### config.mk
export PLATFORM = sky130hd
export DESIGN_NAME = aps_sequencer
export DESIGN_NICKNAME = d
export VERILOG_FILES = /design/src/aps_pkg.sv /design/src/aps_sequencer.sv
export VERILOG_INCLUDE_DIRS = /design/src
export SDC_FILE = /design/constraint.sdc
export NUM_CORES = 1
export LEC_CHECK = 0
export ABC_AREA = 0
export BUFFER_PORTS_ARGS = -buffer_cell sky130_fd_sc_hd__buf_2
export CAP_MARGIN = 20
export CORE_AREA = 3 3 154 156
export DETAILED_ROUTE_END_ITERATION = 12
export DIE_AREA = 0 0 157 159
export GPL_TIMING_DRIVEN = 0
export PLACE_DENSITY = 0.72
export SLEW_MARGIN = 10
export SYNTH_ARGS = -nofsm -noshare
export SYNTH_HDL_FRONTEND = slang
export SYNTH_SLANG_ARGS = --single-unit
### constraint.sdc
create_clock -name mclk -period 3.4 [get_ports mclk]
set_clock_uncertainty 0.05 [all_clocks]
set_input_delay 0.51 -clock mclk [delete_from_list [all_inputs] [get_ports mclk]]
set_output_delay 0.51 -clock mclk [all_outputs]
set_load 0.05 [all_outputs]
### src/aps_defines.svh
// constants for the converter power, alert and sequencer control block
// assumes inclusion by bare name from the block; the package does not include it
`ifndef APS_DEFINES_SVH
`define APS_DEFINES_SVH

// configuration word bit positions
`define APS_CFG_REF_BIT      0
`define APS_CFG_SLEEP_BIT    1
`define APS_CFG_POL_BIT      3
`define APS_CFG_PINEN_BIT    4
`define APS_CFG_BUSYSEL_BIT  5
`define APS_CFG_DRIVE_BIT    15

// reset values
`define APS_CFG_RESET        16'h0000
`define APS_CHSEL_RESET      4'h0

// conversion time of the modelled core
`define APS_CONV_NS          600
`define APS_CLK_NS           20
`define APS_CONV_CYCLES      ((`APS_CONV_NS + `APS_CLK_NS - 1) / `APS_CLK_NS)

`endif

### src/aps_pkg.sv
// types shared by the power, alert and sequencer control block
// uses no macro from aps_defines.svh and does not include it
`default_nettype none

package aps_pkg;

    typedef enum logic [1:0] {
        APS_IDLE,
        APS_CONV,
        APS_DONE
    } aps_state_e;

    typedef struct packed {
        aps_state_e  state;
        logic [15:0] conv_count;
        logic [3:0]  active_sel;
        logic [3:0]  pending_sel;
        logic        pending;
        logic [1:0]  chan;
        logic [11:0] result;
        logic [1:0]  result_chan;
        logic [7:0]  alert_flags;
        logic        alert_any;
        logic        busy;
        logic        pin_out;
        logic        pin_oe;
        logic        analog_on;
        logic        ref_on;
        logic        conv_done;
        logic        start_meta;
        logic        start_sync;
    } aps_state_s;

endpackage : aps_pkg

`default_nettype wire

### src/aps_sequencer.sv
// power-down, out-of-bounds alert, shared status pin and channel sequencer
// assumes a register front end on mclk drives config, strobes and limits;
// conv_start_req comes from a pin and is synchronised here
`default_nettype none
`include "aps_defines.svh"

module aps_sequencer #(
    parameter int CHANNELS    = 4,
    parameter int DATA_WIDTH  = 12,
    parameter int CONV_CYCLES = `APS_CONV_CYCLES
) (
    input  wire logic                         mclk,
    input  wire logic                         resetn,
    input  wire logic                         soft_reset,
    input  wire logic [15:0]                  config_word,
    input  wire logic [CHANNELS-1:0]          channel_select,
    input  wire logic                         channel_select_write,
    input  wire logic                         alert_status_read,
    input  wire logic                         conv_start_req,
    input  wire logic [DATA_WIDTH-1:0]        sample_value,
    input  wire logic [CHANNELS*DATA_WIDTH-1:0] limit_high,
    input  wire logic [CHANNELS*DATA_WIDTH-1:0] limit_low,
    input  wire logic [CHANNELS*DATA_WIDTH-1:0] hysteresis,
    output logic [DATA_WIDTH-1:0]             conv_result,
    output logic [1:0]                        conv_channel,
    output logic                              conv_alert,
    output logic [2*CHANNELS-1:0]             alert_status,
    output logic                              conv_done,
    output logic                              busy,
    output logic                              analog_power_on,
    output logic                              reference_power_on,
    output logic                              shared_status_pin_o,
    output logic                              shared_status_pin_oe
);

    ////////////////////////////////////////////////////////////////////////
    // elaboration checks: state struct is sized for four 12-bit channels

    if (CHANNELS != 4) begin : g_bad_channels
        $error("aps_sequencer serves exactly four channels");
    end
    if (DATA_WIDTH != 12) begin : g_bad_width
        $error("aps_sequencer serves 12-bit results only");
    end
    if (CONV_CYCLES < 1 || CONV_CYCLES > 65535) begin : g_bad_conv
        $error("aps_sequencer conversion count out of range");
    end

    ////////////////////////////////////////////////////////////////////////
    // helpers

    // lowest enabled channel at or above start, wrapping; empty mask gives 0
    function automatic logic [1:0] next_enabled(input logic [3:0] mask,
                                                input logic [1:0] start);
        logic [1:0] idx;
        logic [1:0] found;
        logic       hit;
        found = 2'h0;
        hit   = 1'b0;
        for (int i = 0; i < 4; i++) begin
            idx = start + i[1:0];
            if (!hit && mask[idx]) begin
                found = idx;
                hit   = 1'b1;
            end
        end
        return found;
    endfunction : next_enabled

    ////////////////////////////////////////////////////////////////////////
    // per-channel limit compare

    logic [CHANNELS-1:0] over_high;
    logic [CHANNELS-1:0] under_low;
    logic [CHANNELS-1:0] clear_high;
    logic [CHANNELS-1:0] clear_low;

    genvar g;
    generate
        for (g = 0; g < CHANNELS; g++) begin : g_cmp
            logic [DATA_WIDTH-1:0] hi;
            logic [DATA_WIDTH-1:0] lo;
            logic [DATA_WIDTH-1:0] hy;
            assign hi = limit_high[g*DATA_WIDTH +: DATA_WIDTH];
            assign lo = limit_low[g*DATA_WIDTH +: DATA_WIDTH];
            assign hy = hysteresis[g*DATA_WIDTH +: DATA_WIDTH];
            assign over_high[g]  = sample_value > hi;
            assign under_low[g]  = sample_value < lo;
            // wider sums avoid wrap when sample or limit plus hysteresis overflows
            assign clear_high[g] = {1'b0, sample_value} + {1'b0, hy} < {1'b0, hi};
            assign clear_low[g]  = {1'b0, sample_value} > {1'b0, lo} + {1'b0, hy};
        end
    endgenerate

    ////////////////////////////////////////////////////////////////////////
    // state

    aps_pkg::aps_state_s st;
    aps_pkg::aps_state_s next_st;

    logic common_alert;
    logic want_busy_pin;
    logic want_alert_pin;
    logic pin_active;
    logic [1:0] ch;

    always_comb begin
        next_st = st;
        ch      = st.chan;

        // start request from a pin: two flops before use
        next_st.start_meta = conv_start_req;
        next_st.start_sync = st.start_meta;
        next_st.conv_done  = 1'b0;

        // power control follows the two-bit field; bit 0 alone owns the reference
        next_st.ref_on    = config_word[`APS_CFG_REF_BIT];
        next_st.analog_on = config_word[`APS_CFG_SLEEP_BIT];

        // a selection write is held until the running conversion ends
        if (channel_select_write) begin
            next_st.pending_sel = channel_select;
            next_st.pending     = 1'b1;
        end

        case (st.state)
            aps_pkg::APS_IDLE: begin
                if (st.pending || channel_select_write) begin
                    next_st.active_sel = channel_select_write ? channel_select
                                                              : st.pending_sel;
                    next_st.chan    = next_enabled(next_st.active_sel, 2'h0);
                    next_st.pending = 1'b0;
                end
                if (st.start_sync && st.analog_on) begin
                    next_st.state      = aps_pkg::APS_CONV;
                    next_st.conv_count = 16'(CONV_CYCLES - 1);
                    next_st.busy       = 1'b1;
                end
            end
            aps_pkg::APS_CONV: begin
                if (st.conv_count == 16'h0000) begin
                    next_st.state = aps_pkg::APS_DONE;
                end else begin
                    next_st.conv_count = st.conv_count - 16'h0001;
                end
            end
            aps_pkg::APS_DONE: begin
                next_st.result      = sample_value;
                next_st.result_chan = ch;
                next_st.busy        = 1'b0;
                next_st.conv_done   = 1'b1;
                if (st.pending || channel_select_write) begin
                    next_st.active_sel = channel_select_write ? channel_select
                                                              : st.pending_sel;
                    next_st.chan    = next_enabled(next_st.active_sel, 2'h0);
                    next_st.pending = 1'b0;
                end else begin
                    next_st.chan = next_enabled(st.active_sel, ch + 2'h1);
                end
                next_st.state = aps_pkg::APS_IDLE;
            end
            default: begin
                next_st.state = aps_pkg::APS_IDLE;
            end
        endcase

        // alert flags: hardware set beats a read clear in the same cycle
        if (alert_status_read) begin
            next_st.alert_flags = 8'h00;
        end
        if (st.state == aps_pkg::APS_DONE) begin
            if (over_high[ch]) begin
                next_st.alert_flags[2*ch+1] = 1'b1;
            end else if (clear_high[ch]) begin
                next_st.alert_flags[2*ch+1] = 1'b0;
            end
            if (under_low[ch]) begin
                next_st.alert_flags[2*ch] = 1'b1;
            end else if (clear_low[ch]) begin
                next_st.alert_flags[2*ch] = 1'b0;
            end
        end
        if (soft_reset) begin
            next_st.alert_flags = 8'h00;
            next_st.pending     = 1'b0;
            next_st.pending_sel = `APS_CHSEL_RESET;
            next_st.active_sel  = `APS_CHSEL_RESET;
            next_st.chan        = 2'h0;
        end

        // pin: built from the next values so it lines up with the flag flops
        common_alert   = |next_st.alert_flags;
        // registered copy keeps the result alert bit straight off a flop
        next_st.alert_any = common_alert;
        want_alert_pin = config_word[`APS_CFG_PINEN_BIT]
                       & ~config_word[`APS_CFG_BUSYSEL_BIT];
        want_busy_pin  = config_word[`APS_CFG_PINEN_BIT]
                       & config_word[`APS_CFG_BUSYSEL_BIT];
        pin_active     = (want_alert_pin & common_alert)
                       | (want_busy_pin & next_st.busy);
        if (config_word[`APS_CFG_DRIVE_BIT]) begin
            // push-pull: drive both levels
            next_st.pin_out = pin_active ^ ~config_word[`APS_CFG_POL_BIT];
            next_st.pin_oe  = want_alert_pin | want_busy_pin;
        end else begin
            // open-drain: only pull low; pull-up gives the high level
            next_st.pin_out = 1'b0;
            next_st.pin_oe  = (want_alert_pin | want_busy_pin)
                            & (pin_active ^ config_word[`APS_CFG_POL_BIT]);
        end
    end

    always_ff @(posedge mclk or negedge resetn) begin
        if (!resetn) begin
            st <= '{state:       aps_pkg::APS_IDLE,
                    conv_count:  16'h0000,
                    active_sel:  `APS_CHSEL_RESET,
                    pending_sel: `APS_CHSEL_RESET,
                    pending:     1'b0,
                    chan:        2'h0,
                    result:      12'h000,
                    result_chan: 2'h0,
                    alert_flags: 8'h00,
                    alert_any:   1'b0,
                    busy:        1'b0,
                    pin_out:     1'b0,
                    pin_oe:      1'b0,
                    analog_on:   1'b0,
                    ref_on:      1'b0,
                    conv_done:   1'b0,
                    start_meta:  1'b0,
                    start_sync:  1'b0};
        end else begin
            st <= next_st;
        end
    end

    ////////////////////////////////////////////////////////////////////////
    // outputs, all straight from the state flops

    assign conv_result          = st.result;
    assign conv_channel         = st.result_chan;
    assign conv_alert           = st.alert_any;
    assign alert_status         = st.alert_flags;
    assign conv_done            = st.conv_done;
    assign busy                 = st.busy;
    assign analog_power_on      = st.analog_on;
    assign reference_power_on   = st.ref_on;
    assign shared_status_pin_o  = st.pin_out;
    assign shared_status_pin_oe = st.pin_oe;

endmodule : aps_sequencer

`default_nettype wire

==> results of run 1 <==
## registers in the layout, indices dropped and copies added, names as in the netlist, 2 cells and up
name          flops
ch                2
alert_status      8
conv_result      12
st               28
conv_channel      2
## Yosys cell counts, types with 4 or more instances
library cell	instances	area, sq um
o41ai_1	4	35.0
a21oi_1	112	561
nand2b_1	26	163
a21o_1	33	248
o31ai_1	9	67.6
a211oi_1	25	188
o2111ai_1	4	35.0
nor2_1	101	379
a211o_1	6	52.6
dfrtp_1	60	1500
a31oi_1	11	68.8
nor3b_1	4	30.0
nand4_1	29	181
fa_1	8	160
o211ai_1	8	60.1
o41a_1	6	67.6
xor2_1	41	359
a2111oi_0	10	87.6
nand3_1	29	145
nor3_1	19	95.1
a221oi_1	7	61.3
nor4_1	8	50.1
ha_1	285	3570
xnor2_1	49	429
nand2_1	91	342
and3_1	9	56.3
clkbuf_1	10	37.5
o21ai_0	59	295
inv_1	140	526
o21ai_1	15	75.1
mux2i_1	6	60.1
o21bai_1	24	180
or3_1	5	31.3
nor2b_1	37	231
o21a_1	16	120
buf_4	22	165
o211a_1	4	40.0
## critical path, delay by kind of cell
family	cells	cell delay (ns)
compound gates	14	2.41
xor+xnor	1	0.14
buf+inv	2	0.29
simple gates	5	0.73
fa+ha+maj	2	0.52
## power breakdown
group | internal, mW | total [mW] | leakage, nW | switching [mW]
sequential | 0.850 | 0.972 | 0.733 | 0.123
combinational | 1.10 | 2.50 | 6.02 | 1.40
clock | 0.510 | 0.812 | 0.131 | 0.301
## metal layers
layer	track usage (%)	vias to the layer above
li1	-	5500
met1	33.2	5152
met2	43.3	343
met3	4.05	90
met4	9.67	10
met5	0	-
## cell families (layout without fill, tap and decap cells)
kind of cell | after synthesis | in the layout | share of synthesized area [%]
AOI/OAI and AO/OA | 378 | 378 | 22.2
other | 0 | 1 | 0
xor gates and xnor gates | 90 | 90 | 7.07
buffers and inverters | 177 | 433 | 6.70
DFF | 60 | 60 | 13.5
adders and majority gates | 293 | 293 | 33.4
muxes | 6 | 6 | 0.539
and+or+nand+nor | 375 | 375 | 16.6
## area by class of cell
cell class / instances / area (sq um)
Tap cell: 285 / 357
Inverter: 143 / 541
Clock inverter: 2 / 10.0
Multi-Input combinational cell: 1142 / 9410
Timing Repair Buffer: 240 / 1400
Buffer: 34 / 210
Sequential cell: 60 / 1500
Clock buffer: 14 / 254
Fill cell: 2031 / 8820
Antenna cell: 1 / 2.50
## worst min-delay path by stage
stage / to / slack, ns / start / depth (start not counted)
6_report: st[47] / 0.20 / resetn / 1
5_1_grt: reference_power_on / 0.23 / config_word[0] / 1
4_1_cts: st[46] / 0.23 / resetn / 1
3_5_place_dp: st[0] / 0.29 / next_st[0] / 0
3_3_place_gp: st[0] / 0.28 / next_st[0] / 0
2_1_floorplan: alert_status[0] / 0.16 / resetn / 0
## timing repair
item / in CTS / in global routing
resized for setup: 61 / 52
pin swaps: 46 / 37
cloned: 0 / 0
endpoints found under the setup margin: 11 / 11
buffers inserted: 32 / 13
==> impl_metrics.toml, run 1 <==
[grt]
antenna_found_initial = 6
grt_pass1_wl_um = 52700
track_usage_pct = 25.8
overflow = 0
grt_max_degree = 61
grt_pass1_vias = 11000

[detailed_routing]
first_pass_iters = 5
drt-vias-per-instance = 5.78
drt-total-wl_um = 33400
vias = 11100
drcViolationCount = 0
antenna_left = 0
drtIter0Drc = 540
wl_per_cell_um = 17.4
met3_wirelength_um = 1870
wl_met2_um = 15500
drt-met1-wl_um = 14700
top_layer = "met5"

[critical_path]
crit_chain = "buf_8 > ha_4 > a21o_1 > a21oi_2 > o21bai_1 > a21oi_2 > o21bai_1 > a21oi_2 > nor2b_1 > o21a_1 > o41a_1 > xnor2_1 > ha_1 > nand4_1 > buf_4 > nor3_2 > a21boi_2 > o211ai_1 > a31oi_2 > o31a_1 > o221a_1 > and4_4 > a21oi_1 > nor3b_2"
cp.required_ns = 3.60
critPathArrivalTime_ns = 4.61
r2r_slack_ns = 0.23
timing.rr.start = "ch[0]"
critPathCapture = "shared_status_pin_oe"
slowest_delay_ns = 0.33
critPathSlowestCell = "o41a_1"
end_kind = "flip-flop"
regToRegEndpoint = "shared_status_pin_o"
rr_worst_depth = 7
path_common_cell = "a21oi_2"
cp_max_fo = 4
startpoint_type = "input port"
startpoint = "limit_low[13]"
critical_path_class = "input port to flip-flop"

[synth]
synth_edf_count = 0
yosysUniqueCellTypes = 70
yosys_most_used_dff = "dfrtp_1"
syn_area_sq_um = 11100
async_flop_share_pct = 100
ys_seq_area_share_pct = 13.5
synth_seq_cells = 60
mappedNetlistNets = 1854
syn_inst = 1379
ys_warn_count = 0
syn_avg_cell_area_sq_um = 8.08

[clock_network]
cts_tree = "yes"
clk_pin_slew_worst_paths_ns = 0.05
clk_latency_ns = 0.33
htreeDepth = 3
clockBufferDepth = 2
numCtsBuffers = 9
cts.hold.buffers_added = 0
clock-root-buffer = "clkbuf_16"
clock_sinks = 60

[place]
place_congestion = 0.910
pre_cts_ws_ns = -2.12
place_inst = 1862
port_buffers = 198
place_area_sq_um = 12600
dp_hpwl_um = 26300

[sta]
period_share_pct = 130
max_freq_mhz = 227
hold_violations = 0
slew_violations = 0
tightest_slew_ns = 0.902
finalSetupViolCount = 11
worst_slack_ns = -1.01
slew_headroom_pct = 39.4
post-route-min-period_ns = 4.41
setup_tns_ns = -7.98
holdWs_ns = 0.197
rsz0062_at_grt = "true"

[flow_run]
drv_cap = 0

[power]
p_total_mw = 4.28
p_leak_nw = 6.88
p_per_area_nw_per_um2 = 313
worst_ir_drop_vdd_mv = 0.298

[final_layout]
fin_util_pct = 60.8
num-nets-final = 2105
fin_area_sq_um = 13700
area_growth_pct = 22.7
final_cells = 1921
final_common_cell = "ha_1"
mostFrequentLayoutCells = "275 x ha_1, 188 x buf_2, 139 x inv_1, 100 x nor2_1, 88 x nand2_1"
layout-drive-gt1-share_pct = 22.8

[floorplan]
start_util_pct = 49.5
rows = 55
die-area_sq_um = 25000
core_area_sq_um = 22500
fp.dieH_um = 159
ioPinCount = 211
die_w_um = 157

[hold_path]
worst_hold_path_type = "input port to asynchronous set/reset pin"

[status]
violations = "setup timing"
outcome = "finished, violations left"
Note: power is estimated with default switching activity, not from simulation.
==> run 2: changes to the inputs <==
==> constraint.sdc (replaced) <==
create_clock -name mclk -period 3.4 [get_ports mclk]
set_clock_uncertainty 0.05 [all_clocks]
set_input_delay 0.17 -clock mclk [delete_from_list [all_inputs] [get_ports mclk]]
set_output_delay 0.17 -clock mclk [all_outputs]
set_load 0.05 [all_outputs]
==> run 2 against run 1 <==
  * The run still ends with setup timing left
  * Final cell count rose by 0.21%
  * Worst setup slack better by 0.34 ns
  * Sequential power hardly changed
  * Final area is 0.29% higher
  * Clock power hardly changed
  * First-iteration DRC count up 1.5%
  * Die area unchanged
  * Sequential cell count is the same
  * Hold slack worse by 0.14 ns
  * Maximum frequency up 8.4%
  * Via count increased by 0.35%
  * Largest cell class unchanged
  * Critical path type unchanged
==> impl_metrics.toml, run 2 (same netlist as run 1, synthesis figures left out) <==
[status]
outcome = "finished, violations left"
violations = "setup timing"

[power]
p_per_area_nw_per_um2 = 312
p_leak_nw = 6.90
p_total_mw = 4.29
worst_ir_drop_vdd_mv = 0.298

[final_layout]
largest_reg_flops = 28
fin_util_pct = 61.0
num-nets-final = 2109
final_cells = 1925
mostFrequentLayoutCells = "275 x ha_1, 188 x buf_2, 139 x inv_1, 100 x nor2_1, 88 x nand2_1"
fillers = 2028
top_register = "st"
fin_area_sq_um = 13700
layout-drive-gt1-share_pct = 22.7
area_growth_pct = 23.1
final_common_cell = "ha_1"

[floorplan]
core_area_sq_um = 22500
rows = 55
fp.dieH_um = 159
die-area_sq_um = 25000
die_w_um = 157
ioPinCount = 211
start_util_pct = 49.5

[place]
pre_cts_ws_ns = -1.78
place_congestion = 0.910
dp_hpwl_um = 26300
place_area_sq_um = 12600
port_buffers = 198
place_inst = 1862

[sta]
worst_slack_ns = -0.671
max_freq_mhz = 246
period_share_pct = 120
slew_violations = 0
slew_headroom_pct = 45.1
holdWs_ns = 0.0601
tightest_slew_ns = 0.818
post-route-min-period_ns = 4.07
hold_violations = 0
finalSetupViolCount = 11
rsz0062_at_grt = "true"
setup_tns_ns = -4.24

[clock_network]
clock-root-buffer = "clkbuf_16"
clockBufferDepth = 2
clock_sinks = 60
numCtsBuffers = 9
cts_tree = "yes"
clk_latency_ns = 0.33
htreeDepth = 3
clk_pin_slew_worst_paths_ns = 0.05

[critical_path]
critical_path_class = "input port to flip-flop"
r2r_slack_ns = 0.17
regToRegEndpoint = "shared_status_pin_o"
startpoint_type = "input port"
critPathArrivalTime_ns = 4.27
timing.rr.start = "ch[0]"
rr_worst_depth = 9
cp.required_ns = 3.60
startpoint = "limit_low[13]"
cp_max_fo = 4
end_kind = "flip-flop"

[grt]
grt_pass1_wl_um = 52800
overflow = 0
antenna_found_initial = 6
grt_max_degree = 61
track_usage_pct = 25.9
grt_pass1_vias = 11000

[hold_path]
whs_endpoint = "shared_status_pin_oe"
hold_start = "config_word[4]"
worst_hold_path_type = "input port to flip-flop"
min_path_cells = 3

[detailed_routing]
vias = 11100
antenna_left = 0
drt-vias-per-instance = 5.78
drtIter0Drc = 548
first_pass_iters = 5
drcViolationCount = 0
drt-total-wl_um = 33500
wl_per_cell_um = 17.4

[flow_run]
drv_cap = 0
## run 2: cell count changes in the layout (fill, tap and decap cells not counted), sizes merged
cell         before  now
dlygate4sd3       0    4
## run 2: layer usage
metal,part of all wire (%),wire [um],GRT usage [%]
met2,47,15600,43.5
met5,0.23,78,0
met1,44,14900,33.3
met3,5.1,1720,4.05
met4,3.7,1250,9.67
## run 2: area by class of cell
class | count | area [sq um] | share of cell area [%]
inverter | 143 | 541 | 3.94
antenna | 1 | 2.50 | 0.0182
timing repair buffer | 244 | 1440 | 10.5
sequential | 60 | 1500 | 10.9
clock inverter | 2 | 10.0 | 0.0730
tap | 285 | 357 | 2.60
clock buffer | 14 | 254 | 1.85
multi-input combinational | 1142 | 9410 | 68.5
buffer | 34 | 210 | 1.53
## run 2: worst max-delay path by stage
| stage | to | slack, ns |
|---|---|---|
| after CTS | shared_status_pin_oe | -0.68 |
| final | shared_status_pin_oe | -0.67 |
| after floorplan | shared_status_pin_o | -0.52 |
| after detailed placement | shared_status_pin_oe | -1.78 |
| after global placement | shared_status_pin_oe | -1.69 |
| after global routing | shared_status_pin_oe | -0.93 |
## run 2: power by group
part,internal (mW),switching (mW),total [mW]
registers,0.850,0.124,0.973
logic,1.10,1.40,2.50
clock network,0.510,0.303,0.813
## run 2: what timing repair did
item / CTS / global route
hold endpoints to repair: 63 / 0
endpoints found under the setup margin: 11 / 11
resized for setup: 61 / 52
hold buffers: 4 / 0
buffers inserted: 32 / 13
pin swaps: 46 / 37
## run 2: worst max-delay path, cell delays in order
cell and delay (ns):
buf_8 0.10, ha_4 0.22, a21o_1 0.16, a21oi_2 0.14, o21bai_1 0.09, a21oi_2 0.16, o21bai_1 0.09, a21oi_2 0.15
nor2b_1 0.06, o21a_1 0.18, o41a_1 0.33, xnor2_1 0.14, ha_1 0.30, nand4_1 0.16, buf_4 0.19, nor3_2 0.09
a21boi_2 0.16, o211ai_1 0.11, a31oi_2 0.27, o31a_1 0.26, o221a_1 0.23, and4_4 0.25, a21oi_1 0.08, nor3b_2 0.17
